==> src/hw/rcil_pkg.sv <==
// constants and carrier types for the reset initial condition logic
`default_nettype none
package rcil_pkg;
  // clock and delay before a code-fault reset
  localparam int unsigned CLK_PERIOD_NS = 10;
  localparam int unsigned SRESET_NS     = 1000;
  localparam int unsigned SRESET_CYC    =
    (SRESET_NS + CLK_PERIOD_NS - 1) / CLK_PERIOD_NS;
  // register port widths
  localparam int unsigned ADDR_W = 3;
  localparam int unsigned DATA_W = 8;
  // register offsets
  localparam logic [ADDR_W-1:0] ADDR_STATUS = 3'h0;
  localparam logic [ADDR_W-1:0] ADDR_WDOG_CTL  = 3'h1;
  localparam logic [ADDR_W-1:0] ADDR_RST_CAUSE = 3'h2;
  localparam logic [ADDR_W-1:0] ADDR_IRQ_ST = 3'h3;
  localparam logic [ADDR_W-1:0] ADDR_IRQ_MK = 3'h4;
  // status bit positions
  localparam int unsigned ST_PWRDN  = 0;
  localparam int unsigned ST_EXPIRY = 1;
  // watchdog control fields and codes
  localparam int unsigned WE_HI = 7;
  localparam int unsigned WE_LO = 3;
  localparam int unsigned WS_HI = 2;
  localparam int unsigned WS_LO = 0;
  localparam logic [4:0] WE_ENABLE  = 5'h0A;
  localparam logic [4:0] WE_DISABLE = 5'h15;
  localparam logic [DATA_W-1:0] WDOG_CTL_POR = 8'h53;
  // reset cause flag bit
  localparam int unsigned RST_CAUSE_FAULT = 0;
  // interrupt event bits
  localparam int unsigned IRQ_W    = 4;
  localparam int unsigned IRQ_POR  = 0;
  localparam int unsigned IRQ_WDTN = 1;
  localparam int unsigned IRQ_WDTS = 2;
  localparam int unsigned IRQ_CODE = 3;
  // register request from software
  typedef struct packed {
    logic [ADDR_W-1:0] addr;
    logic [DATA_W-1:0] wdata;
    logic              we;
    logic              re;
  } rcil_bus_req_type;
  // reset scope handed to core and peripherals
  typedef struct packed {
    logic pc_clr;
    logic sp_top;
    logic sp_clr;
    logic int_dis;
    logic cnt_clr;
    logic tmr_off;
    logic port_in;
  } rcil_ctl_type;
  localparam rcil_ctl_type CTL_NONE  = '{1'b0, 1'b0, 1'b0, 1'b0, 1'b0, 1'b0, 1'b0};
  localparam rcil_ctl_type CTL_FULL  = '{1'b1, 1'b1, 1'b0, 1'b1, 1'b1, 1'b1, 1'b1};
  localparam rcil_ctl_type CTL_SLEEP = '{1'b1, 1'b0, 1'b1, 1'b0, 1'b0, 1'b0, 1'b0};
  // sequencer states, one-hot
  typedef enum logic [3:0] {
    ST_IDLE  = 4'b0001,
    ST_FULL  = 4'b0010,
    ST_PCSP  = 4'b0100,
    ST_DELAY = 4'b1000
  } rcil_state_type;
endpackage
`default_nettype wire

==> src/hw/rcil_reset_init.sv <==
// reset cause sequencer, flags, watchdog code check and register port
// Functional notes
// RULE1: power-on clears expiry and power-down flags
// RULE2: normal watchdog reset sets expiry, keeps power-down
// RULE3: sleep watchdog reset sets both flags
// RULE4: power-on forces all interrupt enables off
// RULE5: clear watchdog and time base, then count
// RULE6: power-on switches all timers off
// RULE7: power-on makes every port pin input
// RULE8: power-on sets stack pointer to top
// RULE9: each cause applies its own initial values
// RULE10: sleep watchdog reset clears only counter, stack
// RULE11: watchdog enable code powers up enabled
// RULE12: bad enable code resets after delay, flags
// RULE13: cause chosen from power, overflow, low-power
`default_nettype none
module rcil_reset_init #(
  parameter int unsigned RST_HOLD = 4,
  parameter int unsigned CNT_W    = 8
) (
  // clock and reset
  input  wire logic                       clk_i,
  input  wire logic                       arst_n_i,
  // register port
  input  wire rcil_pkg::rcil_bus_req_type bus_i,
  output logic [rcil_pkg::DATA_W-1:0]     bus_rdata_o,
  // reset sources
  input  wire logic                       por_i,
  input  wire logic                       wdt_ovf_i,
  input  wire logic                       lowpwr_i,
  // reset scope to core and peripherals
  output var rcil_pkg::rcil_ctl_type      ctl_o,
  output logic                            busy_o,
  // watchdog setup
  output logic                            wdt_en_o,
  output logic [2:0]                      wdt_sel_o,
  // interrupt
  output logic                            irq_o
);
  import rcil_pkg::*;

  // sequencer state and shared counter
  rcil_state_type       state;
  logic [CNT_W-1:0]     cnt;
  rcil_ctl_type         ctl;
  // flags and registers
  logic                 expiry_flag;     // watchdog expiry
  logic                 powerdown_flag;  // power-down
  logic [DATA_W-1:0]    wdog_ctl;        // watchdog control
  logic                 code_fault_flag; // code fault
  logic [IRQ_W-1:0]     irq_st;    // sticky events
  logic [IRQ_W-1:0]     irq_mask;  // interrupt enables
  logic [DATA_W-1:0]    rdata;
  // decoded events
  logic                 idle;
  logic                 code_bad;
  logic                 ev_wdtn;
  logic                 ev_wdts;
  logic                 ev_cflt;
  logic                 cnt_zero;
  logic [IRQ_W-1:0]     ev_vec;
  logic [IRQ_W-1:0]     w1c;
  logic                 wr_wdog_ctl;
  logic                 wr_rst_cause;
  logic                 wr_irq_st;
  logic                 wr_irq_mk;

  localparam logic [CNT_W-1:0] HOLD_LAST = CNT_W'(RST_HOLD - 1);
  localparam logic [CNT_W-1:0] DLY_LAST  = CNT_W'(SRESET_CYC - 1);
  localparam logic [CNT_W-1:0] CNT_ONE   = CNT_W'(1);

  // event decode
  assign idle     = (state == ST_IDLE);
  assign cnt_zero = (cnt == '0);
  // any pattern but enable or disable is a fault
  assign code_bad = (wdog_ctl[WE_HI:WE_LO] != WE_ENABLE) &&
                    (wdog_ctl[WE_HI:WE_LO] != WE_DISABLE); // RULE12
  // overflow split by low-power mode; ignored while disabled
  assign ev_wdtn  = wdt_ovf_i & ~lowpwr_i & idle & ~por_i & wdt_en_o; // RULE13
  assign ev_wdts  = wdt_ovf_i & lowpwr_i & idle & ~por_i & wdt_en_o; // RULE13
  // delay run out: the fault reset fires now
  assign ev_cflt  = (state == ST_DELAY) & cnt_zero & ~por_i; // RULE12

  // register strobes
  assign wr_wdog_ctl  = bus_i.we && (bus_i.addr == ADDR_WDOG_CTL);
  assign wr_rst_cause = bus_i.we && (bus_i.addr == ADDR_RST_CAUSE);
  assign wr_irq_st = bus_i.we && (bus_i.addr == ADDR_IRQ_ST);
  assign wr_irq_mk = bus_i.we && (bus_i.addr == ADDR_IRQ_MK);

  // sequencer: power-on wins from any state
  always_ff @(posedge clk_i or negedge arst_n_i) begin
    if (!arst_n_i) begin
      state <= ST_IDLE;
      cnt   <= '0;
    end else if (por_i) begin
      state <= ST_FULL;
      cnt   <= HOLD_LAST;
    end else begin
      case (state)
        ST_IDLE: begin
          if (ev_wdtn) begin
            // normal mode: same scope as power-on
            state <= ST_FULL; // RULE9
            cnt   <= HOLD_LAST;
          end else if (ev_wdts) begin
            state <= ST_PCSP; // RULE10
          end else if (code_bad) begin
            // noise hit the code; reset only after the delay
            state <= ST_DELAY; // RULE12
            cnt   <= DLY_LAST;
          end
        end
        ST_FULL: begin
          // hold the full scope for RST_HOLD cycles
          if (cnt_zero) begin
            state <= ST_IDLE;
          end else begin
            cnt <= cnt - CNT_ONE;
          end
        end
        ST_PCSP: begin
          // one-cycle counter and stack clear
          state <= ST_IDLE;
        end
        ST_DELAY: begin
          // a later fix of the code does not cancel the reset
          if (cnt_zero) begin
            state <= ST_FULL; // RULE12
            cnt   <= HOLD_LAST;
          end else begin
            cnt <= cnt - CNT_ONE;
          end
        end
        default: begin
          state <= ST_IDLE;
          cnt   <= '0;
        end
      endcase
    end
  end

  // reset scope outputs, registered
  always_ff @(posedge clk_i or negedge arst_n_i) begin
    if (!arst_n_i) begin
      // async reset itself is a power-on: full scope
      ctl <= CTL_FULL; // RULE4
    end else if (por_i) begin
      // interrupts off, counters clear, timers off, pins input
      ctl <= CTL_FULL; // RULE4 RULE6 RULE7 RULE8
    end else begin
      case (state)
        ST_IDLE: begin
          if (ev_wdtn) begin
            ctl <= CTL_FULL; // RULE9
          end else if (ev_wdts) begin
            // only counter and stack; the rest keeps its state
            ctl <= CTL_SLEEP; // RULE10
          end else begin
            ctl <= CTL_NONE;
          end
        end
        ST_FULL: begin
          // release lets the watchdog start at once
          if (cnt_zero) begin
            ctl <= CTL_NONE; // RULE5
          end
        end
        ST_DELAY: begin
          ctl <= cnt_zero ? CTL_FULL : CTL_NONE;
        end
        default: begin
          ctl <= CTL_NONE;
        end
      endcase
    end
  end

  // expiry and power-down flags
  always_ff @(posedge clk_i or negedge arst_n_i) begin
    if (!arst_n_i) begin
      expiry_flag    <= 1'b0; // RULE1
      powerdown_flag <= 1'b0;
    end else if (por_i) begin
      expiry_flag    <= 1'b0; // RULE1
      powerdown_flag <= 1'b0;
    end else if (ev_wdtn) begin
      // power-down flag left as it was
      expiry_flag <= 1'b1; // RULE2
    end else if (ev_wdts) begin
      expiry_flag    <= 1'b1; // RULE3
      powerdown_flag <= 1'b1;
    end
  end

  // watchdog control: reload on full-scope causes only
  always_ff @(posedge clk_i or negedge arst_n_i) begin
    if (!arst_n_i) begin
      wdog_ctl <= WDOG_CTL_POR; // RULE11
    end else if (por_i || ev_wdtn || ev_cflt) begin
      // sleep overflow leaves it untouched
      wdog_ctl <= WDOG_CTL_POR; // RULE9
    end else if (wr_wdog_ctl) begin
      wdog_ctl <= bus_i.wdata;
    end
  end

  // code fault flag: software may only clear it
  always_ff @(posedge clk_i or negedge arst_n_i) begin
    if (!arst_n_i) begin
      code_fault_flag <= 1'b0;
    end else if (por_i) begin
      code_fault_flag <= 1'b0;
    end else if (ev_cflt) begin
      // set wins over a clearing write in the same cycle
      code_fault_flag <= 1'b1; // RULE12
    end else if (wr_rst_cause && !bus_i.wdata[RST_CAUSE_FAULT]) begin
      code_fault_flag <= 1'b0;
    end
  end

  // interrupt events and write-one-to-clear mask
  assign ev_vec = {ev_cflt, ev_wdts, ev_wdtn, por_i};
  assign w1c    = wr_irq_st ? bus_i.wdata[IRQ_W-1:0] : '0;

  // sticky status: set wins over clear
  always_ff @(posedge clk_i or negedge arst_n_i) begin
    if (!arst_n_i) begin
      irq_st <= '0;
    end else begin
      irq_st <= (irq_st & ~w1c) | ev_vec;
    end
  end

  // interrupt mask, dropped by power-on like every interrupt enable
  always_ff @(posedge clk_i or negedge arst_n_i) begin
    if (!arst_n_i) begin
      irq_mask <= '0;
    end else if (por_i) begin
      irq_mask <= '0; // RULE4
    end else if (wr_irq_mk) begin
      irq_mask <= bus_i.wdata[IRQ_W-1:0];
    end
  end

  // read data, valid only in the cycle after the strobe
  always_ff @(posedge clk_i or negedge arst_n_i) begin
    if (!arst_n_i) begin
      rdata <= '0;
    end else if (bus_i.re) begin
      rdata <= '0;
      case (bus_i.addr)
        ADDR_STATUS: begin
          rdata[ST_EXPIRY] <= expiry_flag;
          rdata[ST_PWRDN]  <= powerdown_flag;
        end
        ADDR_WDOG_CTL: begin
          rdata <= wdog_ctl;
        end
        ADDR_RST_CAUSE: begin
          rdata[RST_CAUSE_FAULT] <= code_fault_flag;
        end
        ADDR_IRQ_ST: begin
          rdata[IRQ_W-1:0] <= irq_st;
        end
        ADDR_IRQ_MK: begin
          rdata[IRQ_W-1:0] <= irq_mask;
        end
        default: begin
          // unmapped reads return zero
          rdata <= '0;
        end
      endcase
    end else begin
      rdata <= '0;
    end
  end

  // outputs
  assign bus_rdata_o = rdata;
  assign ctl_o       = ctl;
  assign busy_o      = !idle;
  assign wdt_en_o    = (wdog_ctl[WE_HI:WE_LO] == WE_ENABLE);
  assign wdt_sel_o   = wdog_ctl[WS_HI:WS_LO];
  assign irq_o       = |(irq_st & irq_mask);
endmodule
`default_nettype wire

==> config.mk <==
export PLATFORM = sky130hd
export DESIGN_NAME = rcil_reset_init
export DESIGN_NICKNAME = d
export VERILOG_FILES = /design/src/hw/rcil_pkg.sv /design/src/hw/rcil_reset_init.sv
export SDC_FILE = /design/constraint.sdc
export NUM_CORES = 1
export LEC_CHECK = 0
export BUFFER_PORTS_ARGS = -buffer_cell sky130_fd_sc_hd__buf_2
export CAP_MARGIN = 25
export CORE_MARGIN = 3
export CORE_UTILIZATION = 60
export CTS_BUF_LIST = sky130_fd_sc_hd__clkbuf_8
export CTS_CLUSTER_SIZE = 16
export DETAILED_ROUTE_END_ITERATION = 16
export GPL_TIMING_DRIVEN = 0
export HOLD_SLACK_MARGIN = 0.05
export PLACE_DENSITY = 0.94
export SLEW_MARGIN = 20
export SYNTH_ARGS = -nofsm -noshare
export SYNTH_HDL_FRONTEND = slang
export SYNTH_SLANG_ARGS = --single-unit
==> constraint.sdc <==
create_clock -name clk_i -period 2.85 [get_ports clk_i]
set_clock_uncertainty 0.05 [all_clocks]
set_input_delay 0.57 -clock clk_i [delete_from_list [all_inputs] [get_ports clk_i]]
set_output_delay 0.57 -clock clk_i [all_outputs]
set_load 0.02 [all_outputs]
### Yosys cells after proc, flatten, opt, wreduce, memory -nomap -nowiden

Index checks and enable logic that the tools add are counted.

* register bits after elaboration: 46
* word-level logic and storage cells: 111

* reduce and logical (&&, ||, !) cells: 21
* bitwise operators: 16
* eq/ne operators: 19
* add/sub/neg operators: 1
* muxes and demuxes: 38

Operators with widths (count)
* $mux W8: 9
* $mux W4: 10
* $mux W7: 5
* $pmux W8 S4: 1
* $pmux W7 S3: 1
* $pmux W4 S3: 1
* $and A1 B1 Y1: 10
* $ne A3 B3 Y1 const B: 3
* $and A4 B4 Y4: 2
* $logic_not A8 Y1: 1
* $mux W1: 8
* $sub A8 B1 Y8 const B: 1
* $eq A3 B2 Y1 const B: 2
* $logic_and A1 B1 Y1: 6
* $pmux W2 S3: 1
* $reduce_bool A2 Y1: 3
* $reduce_bool A3 Y1: 2
* $eq A5 B4 Y1 const B: 1
* $ne A5 B2 Y1 const B: 1
* $ne A5 B4 Y1 const B: 1
* $ne A5 B5 Y1 const B: 1
* $pmux W1 S5: 1
* $eq A4 B1 Y1 const B: 1
* $eq A4 B2 Y1 const B: 1
* other kinds (18): 22

### Depth between registers and ports, before layout

Gate-level depths: netlist (run 1).

* depth in word-level cells: 8
* gate-level depth with buffers: 8

### Worst setup path after synthesis (run 1)

No wires, ideal clock.

* path kind: reg-to-reg
* start: reg state[0]
* end: reg cnt[6]
* cell stages (with the launch flop): 7
* slack: 0.741 ns
* data arrival time: 1.938 ns
* path buffers: 0
* data required time: 2.679 ns
* cell sequence: dfstp_2 > nor4b_1 > inv_1 > nor2_1 > o211a_1 > nor2_1 > o22a_1

* word-level cells in the longest chain between the ends: 7
* elaborated cells between the ends (all ways): 18

RTL lines
* from (decl): line rcil_reset_init.sv:43 `rcil_state_type state;`
* from (signal assigned): line rcil_reset_init.sv:93 `state <= ST_IDLE;`
* from (signal assigned): line rcil_reset_init.sv:96 `state <= ST_FULL;`
* from (signal assigned): line rcil_reset_init.sv:103 `state <= ST_FULL;`
* $eq A4 B1 Y1: line rcil_reset_init.sv:73, rcil_reset_init.sv:99
* $and A1 B1 Y1 (3 in series): line rcil_reset_init.sv:79 `assign ev_wdtn = wdt_ovf_i & ~lowpwr_i & idle & ~por_i & wdt_en_o;`
* $mux W8: line rcil_reset_init.sv:101 `if (ev_wdtn) begin`
* $pmux W8 S4: line rcil_reset_init.sv:99 `case (state)`
* $mux W8: line rcil_reset_init.sv:95 `end else if (por_i) begin`
* to (signal assigned): line rcil_reset_init.sv:118 `cnt <= cnt - CNT_ONE;`
* to (signal assigned): line rcil_reset_init.sv:131 `cnt <= cnt - CNT_ONE;`
* to (decl): line rcil_reset_init.sv:44 `logic [CNT_W-1:0] cnt;`

Parallel ways exist; a longest one is shown, timed or not.
A chain may end at the register's enable or synchronous reset.

### Worst setup path after layout (run 1)

* start: reg state[0]
* end: reg wdog_ctl[2]

* word-level cells in the longest chain between the ends: 7
* elaborated cells between the ends (all ways): 11

RTL lines
* $eq A4 B1 Y1: line rcil_reset_init.sv:73 `assign idle = (state == ST_IDLE);`
* $and A1 B1 Y1 (3 in series): line rcil_reset_init.sv:79
* $logic_or A1 B1 Y1: line rcil_reset_init.sv:199 `end else if (por_i || ev_wdtn || ev_cflt) begin`
* $logic_or A1 B1 Y1 *: line rcil_reset_init.sv:199
* $mux W8 or $reduce_bool A2 Y1 (tied branches)
* to (signal assigned): line rcil_reset_init.sv:203 `wdog_ctl <= bus_i.wdata;`
* to (decl): line rcil_reset_init.sv:49 `logic [DATA_W-1:0] wdog_ctl;`

Mark *: on every way between the ends. The rest lies on a longest branch, timed or not.

==> out/metrics.yaml, run 1 <==
holdBufCountCts: 0
ir_worst_vdd_mv: 0.3149
grt_overflow: 0
slew_violations: 0
grt_antenna_before_repair: 0
drt-initial-drc-count: 209
slowest_delay_ps: 600
max_freq_mhz: 394.5
status: "finished, final reports clean"
io_pins: 39
p_leak_nw: 1.166
cts_tree: "built"
synthesis.nets: 248
via_count: 1900
async_reset_ff_frac: 1.000
start_util: 0.6286
synth.avg_cell_area_um2: 9.305
seq_area_mm2: 0.001060
yosys.area.top_type_share: 0.4110
area_delta_synth_final_pct: 15.03
syn_inst: 229
critPathSlowestCell: "dfstp_2"
antenna_cells: 0
drive_gt1_frac: 0.2198
hold_path.class: "in -> async"
period_share: 0.8894
multiInputGateArea_um2: 963.4
slew_headroom: 0.4088
grtUsageTotal: 0.2353
powerDensity_mw_per_mm2: 526.2
dieWidth_um: 65.59
maxCapViolCount: 0
finalSetupTns_ps: 0
place_congestion: 0.9423
post-cts-setup-buffers: 0
crit_path_cell_trace: "nor4b_1, inv_1, nor2_1, nand2_1, o21ai_0, a21oi_1"
cts_buffer_depth: 2
ys_top_cells_by_area: "dfrtp_1 (41%), dfstp_2 (8.6%), nand2_1 (7.0%), a21oi_1 (3.1%), nand3_1 (2.8%)"
nNetsFinal: 291
port_buffers: 36
ys_seq_elements: 42
grt_pass1_wl_um: 7755
cts-buffers-inserted: 5
grt_pass1_vias: 1718
die_h_um: 65.59
critical_path_class: "reg -> reg"
routed_via_density: 5.956
finalInstanceArea_mm2: 0.002451
die_area_mm2: 0.004302
place_hpwl_um: 3594
grt_max_degree: 43
arrival_ps: 2630
ctsResizeCount: 0
syn-cell-area_mm2: 0.002131
seq_area_frac_synth: 0.4974
drc: 0
synth_cell_types: 44
cp.required_ps: 2940
setup_viol: 0
period_minus_slack_ps: 2535
crit_path_start: "state[0]"
fp.coreArea_mm2: 0.003390
clk_latency_ps: 290
rr_worst_depth: 6
rows: 21
wl_um: 4690
synth_edf_count: 0
first_pass_iters: 4
yosys_warnings: 0
synth_top_flop_cell: "dfrtp_1"
routedWlPerCell_um: 14.70
cts-root-buf: "clkbuf_8"
ant_nets: 0
rsz0062_at_grt: "no"
critical_path_peak_fanout: 7
tightest_slew_ps: 886.9
endpoint_kind: "register"
hold_violations: 0
placedInstanceArea_mm2: 0.002369
start_kind: "register"
htreeDepth: 2
synth_top_area_cell: "dfrtp_1"
clock_sinks: 42
rr_startpoint: "state[0]"
nFillCells: 228
path_clk_slew_ps: 80
cells by family (layout without fill, tap and decap cells):
family,Yosys count,count (layout),share of synthesized area
simple gates,105,105,0.2490
compound gates,53,53,0.1656
flops,42,42,0.4974
buf+inv,21,65,0.05050
mux,5,5,0.02349
xor+xnor,2,2,0.008222
fa+ha+maj,1,1,0.005871
state kept, by name, indices dropped and copies added, names as in the netlist:
register / cells
wdog_ctl: 8
ctl_o: 3
code_fault_flag: 1
expiry_flag: 1
cnt: 8
powerdown_flag: 1
bus_rdata_o: 8
irq_mask: 4
state: 4
irq_st: 4
power by group:
group / total, W / internal [W] / switching (W) / leakage, nW
sequential: 0.000684 / 0.000640 / 0.0000437 / 0.541
combinational: 0.000246 / 0.0000985 / 0.000147 / 0.576
clock: 0.000360 / 0.000166 / 0.000193 / 0.0491
total: 0.00129 / 0.000905 / 0.000385 / 1.17
final cells by class:
class	count	share of cell area
sequential	42	0.4324
multi-input combinational	166	0.3931
timing repair buffer	36	0.07351
buffer	15	0.03471
clock buffer	5	0.02808
tap	46	0.02348
inverter	6	0.009188
clock inverter	3	0.005615
Yosys cell counts (all sizes together), types with 2 or more instances:
cell type / n
a31oi: 2
a21oi: 13
o31ai: 4
inv: 6
and3: 5
or3: 3
o21ai: 11
buf: 10
nor2b: 4
o21a: 2
a211oi: 3
clkbuf: 5
and2: 9
nand2b: 4
a2bb2oi: 3
mux2i: 5
dfrtp: 35
dfstp: 7
nand3: 12
a21o: 3
nor3b: 2
nand2: 40
nor3: 3
nor4b: 4
or4: 3
nor2: 13
a22oi: 4
worst max-delay path, delay by kind of cell, from the launching register on:
| kind | cells | cell delay (ps) |
|---|---|---|
| flip-flops | 1 | 600 |
| AND/OR/NAND/NOR | 3 | 990 |
| AO/OA/AOI/OAI | 2 | 590 |
| buffers and inverters | 1 | 160 |
through the flow:
| step | setup WS [ps] | power, W | hold slack, ps | util | std cells |
|---|---|---|---|---|---|
| after floorplan | 740.6 | 0.0008511 | 224.4 | - | 229 |
| after global placement | 544.6 | 0.0009266 | 423.7 | 0.6988 | 311 |
| after detailed placement | 422.5 | 0.0009371 | 428.5 | 0.6988 | 311 |
| after CTS | 399.7 | 0.001292 | 370.6 | 0.7231 | 319 |
| after global routing | 136.4 | 0.001358 | 402.9 | 0.7231 | 319 |
| final | 315.3 | 0.001290 | 349.5 | 0.7231 | 319 |
placed cells by master, fill, tap and decap left out, types with 2 or more instances in the layout:
master | synthesis | routed
a2bb2oi_1 | 3 | 3
nor3_1 | 3 | 3
or3_1 | 3 | 3
inv_1 | 6 | 7
and3_1 | 5 | 5
a211oi_1 | 3 | 3
nand3_1 | 12 | 12
o21ai_0 | 11 | 11
mux2i_1 | 5 | 5
dfrtp_1 | 35 | 35
clkinv_2 | 0 | 2
buf_4 | 7 | 7
o31ai_1 | 3 | 3
buf_2 | 2 | 38
clkbuf_8 | 0 | 5
clkbuf_1 | 5 | 5
nand2b_1 | 4 | 4
nand2_1 | 40 | 40
a21o_1 | 3 | 3
a22oi_1 | 4 | 4
nor4b_1 | 4 | 4
and2_1 | 9 | 9
nor2b_1 | 4 | 4
nor2_1 | 13 | 13
a31oi_1 | 2 | 2
o21a_1 | 2 | 2
or4_1 | 3 | 3
a21oi_1 | 13 | 13
nor3b_1 | 2 | 2
dfstp_2 | 7 | 7
routing by layer:
metal | routed length [um] | GRT usage
met5 | 0 | 0
met3 | 337 | 0.05470
met1 | 1927 | 0.2959
met4 | 131 | 0.1010
met2 | 2293 | 0.3869
final timing paths:
path	endpoint	slack [ps]
max in group asynchronous	irq_st[3]	1850
worst min-delay path	bus_rdata_o[7]	350
worst max-delay path	wdog_ctl[2]	320
min in group clk_i	ctl_o[5]	440
worst min register to register	ctl_o[5]	440
worst max register to register	wdog_ctl[2]	320
(Power assumes the default switching activity.)
==> run 2: changes to the inputs <==
--- a/config.mk
+++ b/config.mk
@@ -5,6 +5,7 @@
 export SDC_FILE = /design/constraint.sdc
 export NUM_CORES = 1
 export LEC_CHECK = 0
+export ABC_AREA = 1
 export BUFFER_PORTS_ARGS = -buffer_cell sky130_fd_sc_hd__buf_2
 export CAP_MARGIN = 25
 export CORE_MARGIN = 3
@@ -14,7 +15,7 @@
 export DETAILED_ROUTE_END_ITERATION = 16
 export GPL_TIMING_DRIVEN = 0
 export HOLD_SLACK_MARGIN = 0.05
-export PLACE_DENSITY = 0.94
+export PLACE_DENSITY = 0.93
 export SLEW_MARGIN = 20
 export SYNTH_ARGS = -nofsm -noshare
 export SYNTH_HDL_FRONTEND = slang
==> out/metrics.yaml, run 2 <==
ant_nets: 0
nFillCells: 287
clk_latency_ps: 300
grt_max_degree: 43
die_h_um: 68.35
maxCapViolCount: 0
synth_edf_count: 0
port_buffers: 38
rsz0062_at_grt: "no"
ys_top_cells_by_area: "dfrtp_1 (38%), nand2_1 (10%), dfstp_2 (7.9%), inv_1 (6.8%), nand3_1 (5.6%)"
yosys_warnings: 0
period_minus_slack_ps: 2019
slew_headroom: 0.3833
ir_worst_vdd_mv: 0.3665
syn-cell-area_mm2: 0.002332
seq_area_frac_synth: 0.4544
grt_antenna_before_repair: 0
place_hpwl_um: 3981
drive_gt1_frac: 0.2719
place_congestion: 0.9083
hold_violations: 0
setup_viol: 0
htreeDepth: 2
drt-initial-drc-count: 211
start_kind: "register"
rows: 22
cts_buffer_depth: 2
finalSetupTns_ps: 0
via_count: 2105
slew_violations: 0
synth_cell_types: 30
arrival_ps: 1400
final_cell_count_no_fill: 390
yosys.area.top_type_share: 0.3755
grtUsageTotal: 0.2573
start_util: 0.6276
fp.coreArea_mm2: 0.003716
clock_sinks: 42
grt_pass1_vias: 1995
critical_path_peak_fanout: 6
final_cell_mix: "nand2_1 (65), inv_1 (42), buf_2 (40)"
ys_seq_elements: 42
place_inst: 382
dieWidth_um: 68.35
io_pins: 39
cts_tree: "built"
holdBufCountCts: 0
crit_path_start: "state[0]"
area_delta_synth_final_pct: 14.59
post-cts-setup-buffers: 0
wl_um: 5307
status: "finished, final reports clean"
grt_overflow: 0
hold_path.class: "in -> async"
total_power_w: 0.001483
routed_via_density: 5.397
tightest_slew_ps: 925.1
synth_top_flop_cell: "dfrtp_1"
p_leak_nw: 1.417
yosys.cell_count.top_type: "nand2_1"
endpoint_kind: "output pin"
max_freq_mhz: 495.3
period_share: 0.7085
synth_common_cells: "nand2_1 (65), inv_1 (42), dfrtp_1 (35), nor2_1 (27), nand3_1 (26)"
cts-root-buf: "clkbuf_8"
synthesis.nets: 315
synth.avg_cell_area_um2: 7.879
cts-buffers-inserted: 5
cp.required_ps: 2230
async_reset_ff_frac: 1.000
ctsResizeCount: 0
antenna_cells: 0
critical_path_class: "reg -> out"
rr_startpoint: "cnt[0]"
syn_inst: 296
hold_slack_ps: 348.4
path_clk_slew_ps: 80
synth_top_area_cell: "dfrtp_1"
first_pass_iters: 5
final_common_cell: "nand2_1"
nNetsFinal: 360
drc: 0
routedWlPerCell_um: 13.61
die_area_mm2: 0.004671
powerDensity_mw_per_mm2: 555.0
grt_pass1_wl_um: 8728
==> run 2: cell count changes in the layout (fill, tap and decap cells not counted), sizes merged, moves of 5 or more <==
cell,before,now
nor2,13,36
inv,7,48
mux2i,5,0
nand3,12,32
a21oi,13,7
nand4,0,8
clkbuf,10,5
o21ai,11,17
o22ai,1,11
nand2,40,70
and3,5,0
and2,9,0
==> run 2: routing by layer <==
metal	global-route usage	routed length, um	up-vias
met2	0.4188	2536	90
li1	-	-	1036
met5	0	0	-
met1	0.3111	2253	965
met3	0.07061	397	14
met4	0.1290	121	0
==> run 2: final timing paths <==
kind,end,slack (ps),cells after the start
hold reg to reg,ctl_o[4],450,2
setup / recovery,busy_o,830,4
max in group asynchronous,irq_st[1],1830,1
hold / removal,bus_rdata_o[3],350,1
min in group clk_i,wdog_ctl[6],440,3
setup reg to reg,cnt[2],1100,9
==> run 2: layout make-up <==
| class | instances | area (um2) | share of cell area |
|---|---|---|---|
| Sequential cell | 42 | 1060 | 0.3965 |
| Buffer | 10 | 73.82 | 0.02762 |
| Timing Repair Buffer | 38 | 190.2 | 0.07116 |
| Clock inverter | 3 | 21.27 | 0.007959 |
| Clock buffer | 5 | 68.82 | 0.02575 |
| Inverter | 49 | 183.9 | 0.06882 |
| Tap cell | 48 | 60.06 | 0.02247 |
| Multi-Input combinational cell | 195 | 1015 | 0.3797 |
==> run 2: critical path: stages (launching register included) <==
cell     delay, ps
dfstp_2        540
inv_1           60
nor2_1         120
nand2_1        170
buf_2          210
==> run 2: per-stage QoR <==
step                  util  cell area [um2]  worst slack (ps)
finish              0.7192             2673             830.8
global route        0.7192             2673             774.1
CTS                 0.7192             2673             838.8
detailed placement  0.6949             2582              1069
global placement    0.6949             2582              1093
floorplan                -             2332              1313
==> run 2: power by group <==
group | internal (W) | total, W | switching, W
sequential | 0.000649 | 0.000683 | 0.0000340
combinational | 0.000141 | 0.000412 | 0.000271
clock | 0.000172 | 0.000388 | 0.000216
==> run 2: cell families (layout without fill, tap and decap cells) <==
group	Yosys count	count (layout)	share of synthesized area
buffers and inverters	59	105	0.1105
adders and majority gates	1	1	0.005364
xor gates and xnor gates	4	4	0.01502
DFF	42	42	0.4544
AOI/OAI and AO/OA	37	37	0.09174
and+or+nand+nor	153	153	0.3230
==> run 3: changes to the inputs <==
--- a/config.mk
+++ b/config.mk
@@ -9,13 +9,13 @@
 export BUFFER_PORTS_ARGS = -buffer_cell sky130_fd_sc_hd__buf_2
 export CAP_MARGIN = 25
 export CORE_MARGIN = 3
-export CORE_UTILIZATION = 60
+export CORE_UTILIZATION = 52
 export CTS_BUF_LIST = sky130_fd_sc_hd__clkbuf_8
 export CTS_CLUSTER_SIZE = 16
 export DETAILED_ROUTE_END_ITERATION = 16
 export GPL_TIMING_DRIVEN = 0
 export HOLD_SLACK_MARGIN = 0.05
-export PLACE_DENSITY = 0.93
+export PLACE_DENSITY = 0.87
 export SLEW_MARGIN = 20
 export SYNTH_ARGS = -nofsm -noshare
 export SYNTH_HDL_FRONTEND = slang
==> constraint.sdc (replaced) <==
create_clock -name clk_i -period 1.65 [get_ports clk_i]
set_clock_uncertainty 0.05 [all_clocks]
set_input_delay 0.33 -clock clk_i [delete_from_list [all_inputs] [get_ports clk_i]]
set_output_delay 0.33 -clock clk_i [all_outputs]
set_load 0.02 [all_outputs]
==> out/metrics.yaml, run 3 (same netlist as run 2, synthesis figures left out) <==
first_pass_iters: 4
slowest_delay_ps: 540
ir_worst_vdd_mv: 0.4418
fin_util: 0.6942
drc: 0
crit_buf_inv: 2
place_ws_ps: -37.92
r2r_slack_ps: 7
slew_headroom: 0.6774
path_clk_slew_ps: 90
drive_gt1_frac: 0.3580
clk_latency_ps: 310
hold_slack_ps: 194.8
grtUsageTotal: 0.2258
nNetsFinal: 370
rows: 23
seq_power_share: 0.417
endpoint_kind: "output pin"
die_h_um: 72.97
wl_um: 5677
cts_tree: "built"
status: "finished, final reports clean"
period_minus_slack_ps: 1643
period_share: 0.9956
die_area_mm2: 0.005325
final_common_cell: "nand2_1"
ant_nets: 0
rr_startpoint: "wdog_ctl[6]"
hold-path-endpoint: "wdog_ctl[4]"
setup_viol: 0
slew_violations: 0
cts_buffer_depth: 2
antenna_cells: 0
critical_path_peak_fanout: 3
hold_violations: 0
cp.required_ps: 1270
rr_worst_depth: 9
dieWidth_um: 72.97
maxCapViolCount: 0
place_congestion: 0.8739
grt_pass1_vias: 2082
internal_power_w: 0.001880
fp.coreArea_mm2: 0.004173
start_util: 0.5589
tightest_slew_ps: 478.8
drt-initial-drc-count: 269
start_kind: "register"
cts-root-buf: "clkbuf_8"
worst_path_dominant_cell_family: "flip-flops"
area_delta_synth_final_pct: 24.20
place_hpwl_um: 3817
cts-buffers-inserted: 5
clock_sinks: 42
arrival_ps: 1260
hold_depth: 3
grt_max_degree: 43
htreeDepth: 2
max_freq_mhz: 608.7
critical_path_class: "reg -> out"
power_frac_comb: 0.289
final_cell_mix: "nand2_1 (61), buf_2 (37), dfrtp_1 (35)"
hold_path.class: "in -> reg"
finalInstanceArea_mm2: 0.002897
p_leak_nw: 1.493
setup_ws_ps: 7.287
grt_overflow: 0
switching_share: 0.3396
switchingPower_w: 0.0009666
powerDensity_mw_per_mm2: 982.7
rsz0062_at_grt: "yes"
routed_via_density: 5.371
reg2reg_to: "cnt[0]"
crit_path_cell_trace: "inv_2, nor2_4, nand2_2, buf_6"
grt_pass1_wl_um: 9211
critPathSlowestCell: "dfstp_2"
grt_antenna_before_repair: 0
port_buffers: 38
routedWlPerCell_um: 14.12
via_count: 2159
hold_start: "bus_i[6]"
placedInstanceArea_mm2: 0.002585
io_pins: 39
clkPwrFrac: 0.294
-- run 3: changes by cell type in the layout (fill, tap and decap cells not counted), moves of 4 or more --
cell,delta
buf_4,+9
inv_1,-8
inv_2,+8
nand2_1,-4
nand3_1,-4
nor2_1,-4
-- run 3: what timing repair did --
item,4_1_cts,5_1_grt
gates resized for setup,6,30
endpoints found under the hold margin,0,6
buffers inserted,3,5
hold buffers,0,1
pin swaps,2,6
setup endpoints to repair,10,13
-- run 3: power by group through the flow --
stage	clock network [W]	logic, W	registers, W
6_report	0.000835	0.000823	0.00119
5_1_grt	0.000881	0.000914	0.00120
4_1_cts	0.000855	0.000729	0.00118
3_5_place_dp	0	0.000699	0.00120
3_3_place_gp	0	0.000683	0.00119
2_1_floorplan	0	0.000511	0.00120
-- run 3: routing by layer --
metal	vias up	global-route usage	wire, um
met5	-	0	0
met4	0	0.1066	156
met3	19	0.05510	372
met2	84	0.3587	2719
met1	993	0.2895	2430
li1	1063	-	-
-- run 3: how the worst max path moves through the flow --
stage	startpoint	slack (ps)	cells after the start	to
final	state[0]	7	4	busy_o
after global routing	wdog_ctl[6]	-90	9	cnt[4]
after CTS	state[0]	1	4	busy_o
after detailed placement	cnt[0]	-40	10	cnt[0]
after global placement	cnt[0]	-20	10	cnt[0]
after floorplan	cnt[0]	110	10	cnt[0]
-- run 3: worst register-to-register path: stages (launching register included) --
cell and delay, ps:
dfstp_2 590, nand3_4 100, nor2_8 130, buf_4 140, nor2_2 50, nor2_4 130, nor2_4 70, buf_6 150
nand2_1 70, o21ai_2 50
-- run 3: layout make-up --
cell class | count | area, um2
repair buffers | 48 | 295.3
flip-flops and latches | 42 | 1060
inverters | 49 | 187.7
plain buffers | 10 | 73.82
fillers | 314 | 1276
clock buffers | 5 | 68.82
multi-input cells | 195 | 1105
clock inverters | 3 | 43.79
well taps | 50 | 62.56
-- run 3: metrics by stage --
| stage | TNS [ps] | cells | power [W] |
|---|---|---|---|
| 2_1_floorplan | 0 | 296 | 0.001711 |
| 3_3_place_gp | -44.17 | 384 | 0.001877 |
| 4_1_cts | 0 | 395 | 0.002763 |
| 3_5_place_dp | -180.6 | 384 | 0.001896 |
| 6_report | 0 | 402 | 0.002846 |
| 5_1_grt | -529.8 | 402 | 0.002994 |
